--- src/rtl/aopc_pkg.sv ---
// package for the converter output and power configuration register bank
package aopc_pkg;

  // ==========================================================
  // register indices (byte address is four times the index)
  localparam logic [7:0] IDX_FILTER = 8'h2d;
  localparam logic [7:0] IDX_SHAPER = 8'h2e;
  localparam logic [7:0] IDX_OFFSET = 8'h3d;
  localparam logic [7:0] IDX_WORD_HI = 8'h3f;
  localparam logic [7:0] IDX_WORD_LO = 8'h40;
  localparam logic [7:0] IDX_IFACE = 8'h41;
  localparam logic [7:0] IDX_MODE_A = 8'h42;
  localparam logic [7:0] IDX_MODE_B = 8'h44;
  localparam logic [7:0] IDX_POWER = 8'h45;
  localparam logic [7:0] IDX_HIFREQ = 8'h4a;
  localparam logic [7:0] IDX_STATUS = 8'h4f;

  // ==========================================================
  // storage slots, their indices and writable bits
  localparam int NREG = 10;
  localparam int SLOT_FILTER = 0;
  localparam int SLOT_SHAPER = 1;
  localparam int SLOT_OFFSET = 2;
  localparam int SLOT_WORD_HI = 3;
  localparam int SLOT_WORD_LO = 4;
  localparam int SLOT_IFACE = 5;
  localparam int SLOT_MODE_A = 6;
  localparam int SLOT_MODE_B = 7;
  localparam int SLOT_POWER = 8;
  localparam int SLOT_HIFREQ = 9;
  localparam logic [7:0] SLOT_IDX [NREG] = '{
    IDX_FILTER, IDX_SHAPER, IDX_OFFSET, IDX_WORD_HI, IDX_WORD_LO,
    IDX_IFACE, IDX_MODE_A, IDX_MODE_B, IDX_POWER, IDX_HIFREQ};
  localparam logic [7:0] SLOT_MASK [NREG] = '{
    8'h7f, 8'h40, 8'h20, 8'h3f, 8'hf8,
    8'hf0, 8'h08, 8'h01, 8'he4, 8'h01};
  localparam logic [7:0] REG_RESET = 8'h00;

  // ==========================================================
  // field positions
  localparam int BIT_SHAPER_ON = 6;
  localparam int BIT_OFFSET_ON = 5;
  localparam int WORD_HI_W = 6;
  localparam int WORD_LO_POS = 3;
  localparam int WORD_LO_W = 5;
  localparam int IFACE_POS = 6;
  localparam int PDRIVE_POS = 4;
  localparam int BIT_MODE_A = 3;
  localparam int BIT_MODE_B = 0;
  localparam int BIT_STANDBY = 7;
  localparam int BIT_CLK_DRIVE = 6;
  localparam int BIT_DATA_DRIVE = 5;
  localparam int BIT_POWER_OFF = 2;
  localparam int BIT_HIFREQ = 0;
  localparam logic [1:0] IFACE_DDR = 2'h0;
  localparam int FILTER_COUNT = 55;

  // status bits
  localparam int ST_STANDBY_WAKE = 0;
  localparam int ST_PDN_WAKE = 1;
  localparam int ST_READY = 2;
  localparam int ST_FILTER_ACT = 3;
  localparam int ST_CMOS = 4;

  // ==========================================================
  // timing
  localparam int CLK_KHZ = 20_000;
  localparam int STANDBY_WAKE_US = 50;
  localparam int PDN_WAKE_US = 100;
  localparam int STANDBY_WAKE_CYC = STANDBY_WAKE_US * CLK_KHZ / 1000;
  localparam int PDN_WAKE_CYC = PDN_WAKE_US * CLK_KHZ / 1000;
  localparam int SAMPLE_W = 11;

  // ==========================================================
  // configuration handed to the converter core
  typedef struct packed {
    logic [6:0] chb_shaper_filter_sel;
    logic chb_shaper_enable;
    logic offset_loop_on;
    logic cmos_select;
    logic [1:0] parallel_clock_drive;
    logic diff_clock_drive;
    logic data_drive;
    logic standby_all;
    logic full_power_off;
    logic mode_a;
    logic mode_b;
    logic chb_high_input_freq;
  } aopc_cfg_s;

endpackage : aopc_pkg

--- src/rtl/aopc_wake_timer.sv ---
// wake-up timer that tracks a power-down control and its recovery time
`timescale 1ns/1ps
module aopc_wake_timer
  import aopc_pkg::*;
#(
  parameter int WAKE_CYC = 1000
) (
  input wire logic ref_clk_in,
  input wire logic rst_in,
  input wire logic down_in,
  output logic busy_out
);

  localparam int CW = $clog2(WAKE_CYC + 1);
  localparam logic [CW-1:0] LAST = CW'(WAKE_CYC - 1);

  typedef enum logic [2:0] {
    AOPC_ON = 3'b001,
    AOPC_DOWN = 3'b010,
    AOPC_WAKING = 3'b100
  } aopc_wake_e;

  aopc_wake_e state;
  logic [CW-1:0] count;

  // ==========================================================
  // state: a new power-down during wake restarts the sequence
  always_ff @(posedge ref_clk_in or posedge rst_in) begin
    if (rst_in) begin
      state <= AOPC_ON;
    end else begin
      unique case (state)
        AOPC_ON: begin
          if (down_in) state <= AOPC_DOWN;
        end
        AOPC_DOWN: begin
          if (!down_in) state <= AOPC_WAKING;
        end
        AOPC_WAKING: begin
          if (down_in) state <= AOPC_DOWN;
          else if (count == LAST) state <= AOPC_ON;
        end
        default: state <= AOPC_ON;
      endcase
    end
  end

  // wake counter, only runs while waking
  always_ff @(posedge ref_clk_in or posedge rst_in) begin
    if (rst_in) begin
      count <= '0;
    end else if (state == AOPC_WAKING && !down_in) begin
      count <= count + CW'(1);
    end else begin
      count <= '0;
    end
  end

  assign busy_out = (state != AOPC_ON);

endmodule : aopc_wake_timer

--- src/rtl/aopc_cfg_regs.sv ---
// apb register bank for converter output, test word and power configuration
//
// How it works
// - a seven-bit field picks one of 55 channel b shaping filters, in force once shaping is on.
// - bit 6 at index 2eh switches channel b noise shaping on when one, off when zero.
// - bit 5 at index 3dh switches the offset correction loop on when one, off when zero.
// - index 3fh bits 5:0 hold test word bits 10:5, sent instead of samples when selected.
// - index 40h bits 7:3 hold test word bits 4:0, sent instead of converter samples.
// - index 45h bit 7 puts both channels in standby, with about 50 us to wake on clear.
// - index 45h bit 6 doubles the differential clock driver strength for 50 ohm loads.
// - index 45h bit 5 doubles all data driver strengths for 50 ohm loads.
// - index 45h bit 2 powers down channels, references and buffers, 100 us to recover.
// - every writable register reads as zero after reset until written.
// - index 4ah bit 0 turns on channel b high-frequency mode, zero keeps the default.
`timescale 1ns/1ps
module aopc_cfg_regs
  import aopc_pkg::*;
#(
  parameter int ADDR_W = 12,
  parameter int STANDBY_CYC = STANDBY_WAKE_CYC,
  parameter int PDN_CYC = PDN_WAKE_CYC
) (
  input wire logic ref_clk_in,
  input wire logic rst_in,
  input wire logic psel_in,
  input wire logic penable_in,
  input wire logic pwrite_in,
  input wire logic [ADDR_W-1:0] paddr_in,
  input wire logic [31:0] pwdata_in,
  input wire logic [3:0] pstrb_in,
  output logic [31:0] prdata_out,
  output logic pready_out,
  output logic pslverr_out,
  input wire logic user_word_sel_in,
  input wire logic [SAMPLE_W-1:0] sample_in,
  output logic [SAMPLE_W-1:0] sample_out,
  output aopc_cfg_s cfg_out,
  output logic conv_ready_out
);

  // ==========================================================
  // bus decode
  logic setup;
  logic access;
  logic aligned;
  logic [7:0] index;
  logic upper_zero;
  logic [NREG-1:0] hit;
  logic hit_status;
  logic any_hit;
  logic wr_ok;

  assign setup = psel_in && !penable_in;
  assign access = psel_in && penable_in;
  assign aligned = (paddr_in[1:0] == 2'h0);
  assign index = paddr_in[9:2];
  // anything above the index field must be zero to hit a register
  assign upper_zero = (paddr_in[ADDR_W-1:10] == '0);
  assign hit_status = aligned && upper_zero && (index == IDX_STATUS);
  assign any_hit = (|hit) || hit_status;
  // status is read only, and a write must carry the low byte lane
  assign wr_ok = (|hit) && pstrb_in[0];

  // ==========================================================
  // register storage, one slot per writable register
  logic [7:0] regs [NREG];

  genvar g;
  generate
    for (g = 0; g < NREG; g++) begin : g_slot
      assign hit[g] = aligned && upper_zero && (index == SLOT_IDX[g]);

      // reserved bits never stored, so they always read zero
      always_ff @(posedge ref_clk_in or posedge rst_in) begin
        if (rst_in) begin
          regs[g] <= REG_RESET;
        end else if (access && pwrite_in && hit[g] && pstrb_in[0]) begin
          regs[g] <= pwdata_in[7:0] & SLOT_MASK[g];
        end
      end
    end
  endgenerate

  // ==========================================================
  // decoded fields
  logic [6:0] filter_sel;
  logic shaper_on;
  logic offset_on;
  logic [SAMPLE_W-1:0] user_word;
  logic [1:0] iface_code;
  logic [1:0] pclk_drive;
  logic mode_a;
  logic mode_b;
  logic standby_bit;
  logic clk_drive;
  logic data_drive;
  logic power_off_bit;
  logic hifreq;

  assign filter_sel = regs[SLOT_FILTER][6:0];
  assign shaper_on = regs[SLOT_SHAPER][BIT_SHAPER_ON];
  assign offset_on = regs[SLOT_OFFSET][BIT_OFFSET_ON];
  // upper and lower halves of the test word
  assign user_word = {
    regs[SLOT_WORD_HI][WORD_HI_W-1:0],
    regs[SLOT_WORD_LO][WORD_LO_POS +: WORD_LO_W]
  };
  assign iface_code = regs[SLOT_IFACE][IFACE_POS +: 2];
  assign pclk_drive = regs[SLOT_IFACE][PDRIVE_POS +: 2];
  assign mode_a = regs[SLOT_MODE_A][BIT_MODE_A];
  assign mode_b = regs[SLOT_MODE_B][BIT_MODE_B];
  assign standby_bit = regs[SLOT_POWER][BIT_STANDBY];
  assign clk_drive = regs[SLOT_POWER][BIT_CLK_DRIVE];
  assign data_drive = regs[SLOT_POWER][BIT_DATA_DRIVE];
  assign power_off_bit = regs[SLOT_POWER][BIT_POWER_OFF];
  assign hifreq = regs[SLOT_HIFREQ][BIT_HIFREQ];

  // ==========================================================
  // filter selection only matters with shaping on; codes beyond
  // the filter count are passed through but flagged not in force
  logic filter_in_range;
  logic filter_active;

  assign filter_in_range = (filter_sel < 7'(FILTER_COUNT));
  assign filter_active = shaper_on && filter_in_range;

  // ==========================================================
  // wake-up tracking for standby and full power-down
  logic standby_busy;
  logic pdn_busy;

  aopc_wake_timer #(
    .WAKE_CYC(STANDBY_CYC)
  ) u_standby_wake (
    .ref_clk_in(ref_clk_in),
    .rst_in(rst_in),
    .down_in(standby_bit),
    .busy_out(standby_busy)
  );

  aopc_wake_timer #(
    .WAKE_CYC(PDN_CYC)
  ) u_pdn_wake (
    .ref_clk_in(ref_clk_in),
    .rst_in(rst_in),
    .down_in(power_off_bit),
    .busy_out(pdn_busy)
  );

  // ==========================================================
  // configuration towards the core, registered so it changes cleanly
  aopc_cfg_s next_cfg;

  always_comb begin
    next_cfg = '0;
    // filter number is held off until shaping is on
    next_cfg.chb_shaper_filter_sel = shaper_on ? filter_sel : 7'h00;
    next_cfg.chb_shaper_enable = shaper_on;
    next_cfg.offset_loop_on = offset_on;
    next_cfg.cmos_select = (iface_code != IFACE_DDR);
    next_cfg.parallel_clock_drive = pclk_drive;
    next_cfg.diff_clock_drive = clk_drive;
    next_cfg.data_drive = data_drive;
    next_cfg.standby_all = standby_bit;
    next_cfg.full_power_off = power_off_bit;
    next_cfg.mode_a = mode_a;
    next_cfg.mode_b = mode_b;
    next_cfg.chb_high_input_freq = hifreq;
  end

  always_ff @(posedge ref_clk_in or posedge rst_in) begin
    if (rst_in) begin
      cfg_out <= '0;
    end else begin
      cfg_out <= next_cfg;
    end
  end

  // ==========================================================
  // converter ready once neither power control nor its wake is pending
  always_ff @(posedge ref_clk_in or posedge rst_in) begin
    if (rst_in) begin
      conv_ready_out <= 1'b0;
    end else begin
      conv_ready_out <= !standby_busy && !pdn_busy;
    end
  end

  // ==========================================================
  // output sample path: test word replaces converter data when chosen;
  // buffers are off in full power-down so the bus is held at zero
  always_ff @(posedge ref_clk_in or posedge rst_in) begin
    if (rst_in) begin
      sample_out <= '0;
    end else if (power_off_bit) begin
      sample_out <= '0;
    end else if (user_word_sel_in) begin
      sample_out <= user_word;
    end else begin
      sample_out <= sample_in;
    end
  end

  // ==========================================================
  // status word showing the bank's own state
  logic [7:0] status;

  always_comb begin
    status = 8'h00;
    status[ST_STANDBY_WAKE] = standby_busy;
    status[ST_PDN_WAKE] = pdn_busy;
    status[ST_READY] = conv_ready_out;
    status[ST_FILTER_ACT] = filter_active;
    status[ST_CMOS] = cfg_out.cmos_select;
  end

  // ==========================================================
  // read mux
  logic [7:0] next_rbyte;

  always_comb begin
    next_rbyte = 8'h00;
    for (int i = 0; i < NREG; i++) begin
      if (hit[i]) next_rbyte = regs[i];
    end
    if (hit_status) next_rbyte = status;
  end

  // ==========================================================
  // answer: data and error captured in the setup cycle so both come
  // from flops and are valid in the zero-wait access phase
  always_ff @(posedge ref_clk_in or posedge rst_in) begin
    if (rst_in) begin
      prdata_out <= 32'h0000_0000;
    end else if (setup) begin
      prdata_out <= pwrite_in ? 32'h0000_0000 : {24'h00_0000, next_rbyte};
    end
  end

  // unmapped, misaligned, status writes and lane-less writes all error
  always_ff @(posedge ref_clk_in or posedge rst_in) begin
    if (rst_in) begin
      pslverr_out <= 1'b0;
    end else if (setup) begin
      pslverr_out <= pwrite_in ? !wr_ok : !any_hit;
    end else if (!psel_in) begin
      pslverr_out <= 1'b0;
    end
  end

  // no wait states
  assign pready_out = 1'b1;

endmodule : aopc_cfg_regs

--- config.mk ---
export PLATFORM = sky130hd
export DESIGN_NAME = aopc_cfg_regs
export DESIGN_NICKNAME = d
export VERILOG_FILES = /design/src/rtl/aopc_pkg.sv /design/src/rtl/aopc_wake_timer.sv /design/src/rtl/aopc_cfg_regs.sv
export SDC_FILE = /design/constraint.sdc
export NUM_CORES = 1
export LEC_CHECK = 0
export BUFFER_PORTS_ARGS = -buffer_cell sky130_fd_sc_hd__buf_2
export CAP_MARGIN = 15
export CORE_AREA = 8 8 129 95
export DETAILED_ROUTE_END_ITERATION = 10
export DIE_AREA = 0 0 137 103
export PLACE_DENSITY = 0.79
export SLEW_MARGIN = 20
export SYNTH_ARGS = -nofsm -noshare
export SYNTH_HDL_FRONTEND = slang
export SYNTH_SLANG_ARGS = --single-unit
--- constraint.sdc ---
create_clock -name ref_clk_in -period 2.85 [get_ports ref_clk_in]
set_input_delay 0.1425 -clock ref_clk_in [delete_from_list [all_inputs] [get_ports ref_clk_in]]
set_output_delay 0.1425 -clock ref_clk_in [all_outputs]
set_load 0.01 [all_outputs]
==> flow_summary.yaml <==
timing:
  rsz0062_at_grt: "false"
  slew_violations: 0
  tns_ps: 0
  fin_crit_sh_pct: 67.1
  tightest_slew_ps: 687
  fin_worst_skew_ps: 3.77
  timing.fmax_mhz: 523
  hold_viol: 0
  fin_crit_ps: 1910
  setup-violations-final: 0
  relSlewSlack_pct: 54.1
global_routing:
  grtUsageTotal_pct: 17.6
  antenna_found_initial: 0
  grt_pass1_wl_mm: 19.1
  grt_pass1_vias: 3510
  grt-ovfl-total: 0
  grt_max_degree: 55
finish:
  fillers: 869
  nets: 577
  design_area_um2: 5490
  multiInputGateArea_um2: 2110
  regArea_um2: 2450
  n_antenna_cell: 0
  area_growth_pct: 14.9
  drive_above_1_share_pct: 29.0
routing:
  wl_mm: 12.0
  wire_per_inst_um: 18.6
  dr.pass1.iters: 5
  drt_iter0_drc: 462
  drc: 0
  ant_nets: 0
  viasPerCell: 5.57
  vias: 3601
clock_network:
  clock_sinks: 98
  clockBufferDepth: 2
  cts_setup_buffers: 0
  htreeDepth: 3
  cts_tree: "built"
  clk_pin_slew_worst_paths_ps: 70
  cts_root_buf: "clkbuf_16"
  cts_made_buffers: 9
  clock_latency_ps: 340
worst_hold_path:
  holdPathStages: 2
  worstHoldStart: "pwdata_in[1]"
  hold_path_end: "filter_sel[1]"
  holdCritPathClass: "input port to register"
floorplan:
  fp.coreArea_um2: 10200
  pin_count: 130
  placementRows: 31
  initial_core_util_pct: 47.0
  die_w_um: 137
  die_area_um2: 14100
  fp.dieH_um: 103
logic_synthesis:
  synthesis.area_um2: 4770
  yosysTopAreaCellShare_pct: 50.3
  synth_most_common_cell: "dfrtp_1"
  synth_area_leaders: "dfrtp_1, mux2_4, mux2_2"
  ys_types: 63
  ys_warn_count: 0
  synth_seq_cells: 98
  synth_ff_type: "dfrtp_1"
  synth_commonest_cells: "dfrtp_1, nor2_1, buf_4"
  synth_area_per_cell_um2: 11.1
  async_flop_share_pct: 100
  ys_seq_area_share_pct: 51.4
  netlist_instances: 432
  yosysTopAreaCell: "dfrtp_1"
  synth_edf_count: 0
worst_setup_path:
  start_kind: "input port"
  slowest_delay_ps: 580
  critical_path_class: "input port to register"
  worstReg2RegStart: "next_cfg[3]"
  rrSetupSlack_ps: 1010
  path_max_fanout: 9
  reg2reg_depth: 2
  required_ps: 3080
  endpoint_kind: "register"
  cp.arrival_ps: 2150
  r2r-end: "u_pdn_wake.count[8]"
  crit_chain: "buf_2 > or4_4 > or3_1 > nor4_1 > mux2_1"
  cp_slowest_cell: "or4_4"
power_and_ir_drop:
  ir_drop_uv: 311
  p_leak_nw: 2.73
  power.total_mw: 2.76
  pwr_density_cell_nw_per_um2: 504
place:
  gp_congestion: 0.912
  dp.final_hpwl_mm: 8.95
  dpl_cell_area_um2: 5200
  io_buffers: 77
run_status:
  status: "complete, no violations"
job:
  maxCapViolCount: 0
registers in the layout (all words and copies together), names as in the netlist, 6 cells and up:
name	flops
cfg_out	19
regs	11
sample_out	11
u_pdn_wake.count	11
u_standby_wake.count	10
prdata_out	8
filter_sel	7
next_cfg	6
layout make-up:
class / instances / share of cell area (%)
clock buffers: 11 / 4.43
inverters: 12 / 0.867
repair buffers: 83 / 7.89
clock inverters: 4 / 0.661
well taps: 132 / 3.01
multi-input cells: 306 / 38.4
flip-flops and latches: 98 / 44.8
where the power goes:
group	leakage, nW	total [mW]	internal [mW]	switching, mW
clock network	0.134	1.16	0.623	0.542
logic	1.26	0.187	0.0587	0.128
registers	1.33	1.41	1.40	0.00658
layer usage:
metal	track usage, %	part of all wire [%]	vias to the layer above
li1	-	-	1630
met1	26.4	49	1792
met2	24.0	41	165
met3	4.28	8.3	14
met4	5.57	1.3	0
met5	0	0	-
worst max-delay path: cells and delay by family:
kind	cells	cell delay [ps]
AND/OR/NAND/NOR	3	1560
multiplexers	1	350
buffers and inverters	1	100
cell families after synthesis:
| group | after synthesis | synth area share (%) |
|---|---|---|
| AND/OR/NAND/NOR | 154 | 18.2 |
| flip-flops | 98 | 51.4 |
| AO/OA/AOI/OAI | 63 | 8.94 |
| buffers and inverters | 51 | 6.29 |
| multiplexers | 45 | 11.3 |
| XOR/XNOR | 17 | 3.12 |
| adder cells (fa/ha/maj) | 2 | 0.524 |
| other | 2 | 0.157 |
worst max-delay path by stage:
stage                            from         end  slack (ps)  cells after the start
after floorplan                rst_in  cfg_out[0]         150                      1
after global placement    paddr_in[0]      hifreq         610                      5
after detailed placement  paddr_in[0]      hifreq         590                      5
after CTS                 paddr_in[0]      hifreq         950                      5
after global routing      paddr_in[0]      mode_b         880                      5
final                     paddr_in[0]      mode_b         940                      5
cells in the final DEF (no fill, tap or decap), types with 9 or more instances in the layout:
| cell type | synthesis | final |
|---|---|---|
| dfrtp_1 | 96 | 96 |
| buf_2 | 0 | 77 |
| nor2_1 | 45 | 45 |
| conb_1 | 2 | 25 |
| nand2_1 | 21 | 21 |
| o21ai_0 | 20 | 20 |
| mux2_2 | 17 | 17 |
| mux2_4 | 13 | 13 |
| mux2i_1 | 12 | 12 |
| nand3_1 | 11 | 11 |
| inv_1 | 12 | 11 |
| nand4_1 | 9 | 9 |
| nor3_1 | 9 | 9 |
| xor2_1 | 9 | 9 |
| clkbuf_16 | 0 | 9 |
timing repair:
action                    4_1_cts  5_1_grt
hold endpoints to repair       52        0
hold buffers                    1        0
gates resized for setup         0        0
through the flow:
stage          utilization (%)  hold slack, ps  instances  setup slack (ps)
6_report                  54.0            40.3        646               936
2_1_floorplan                -             273        455               149
3_5_place_dp              51.1             283        630               589
3_3_place_gp              51.1             275        630               615
5_1_grt                   54.0            41.2        646               877
4_1_cts                   54.0            37.3        646               953
(Power assumes the default switching activity.)
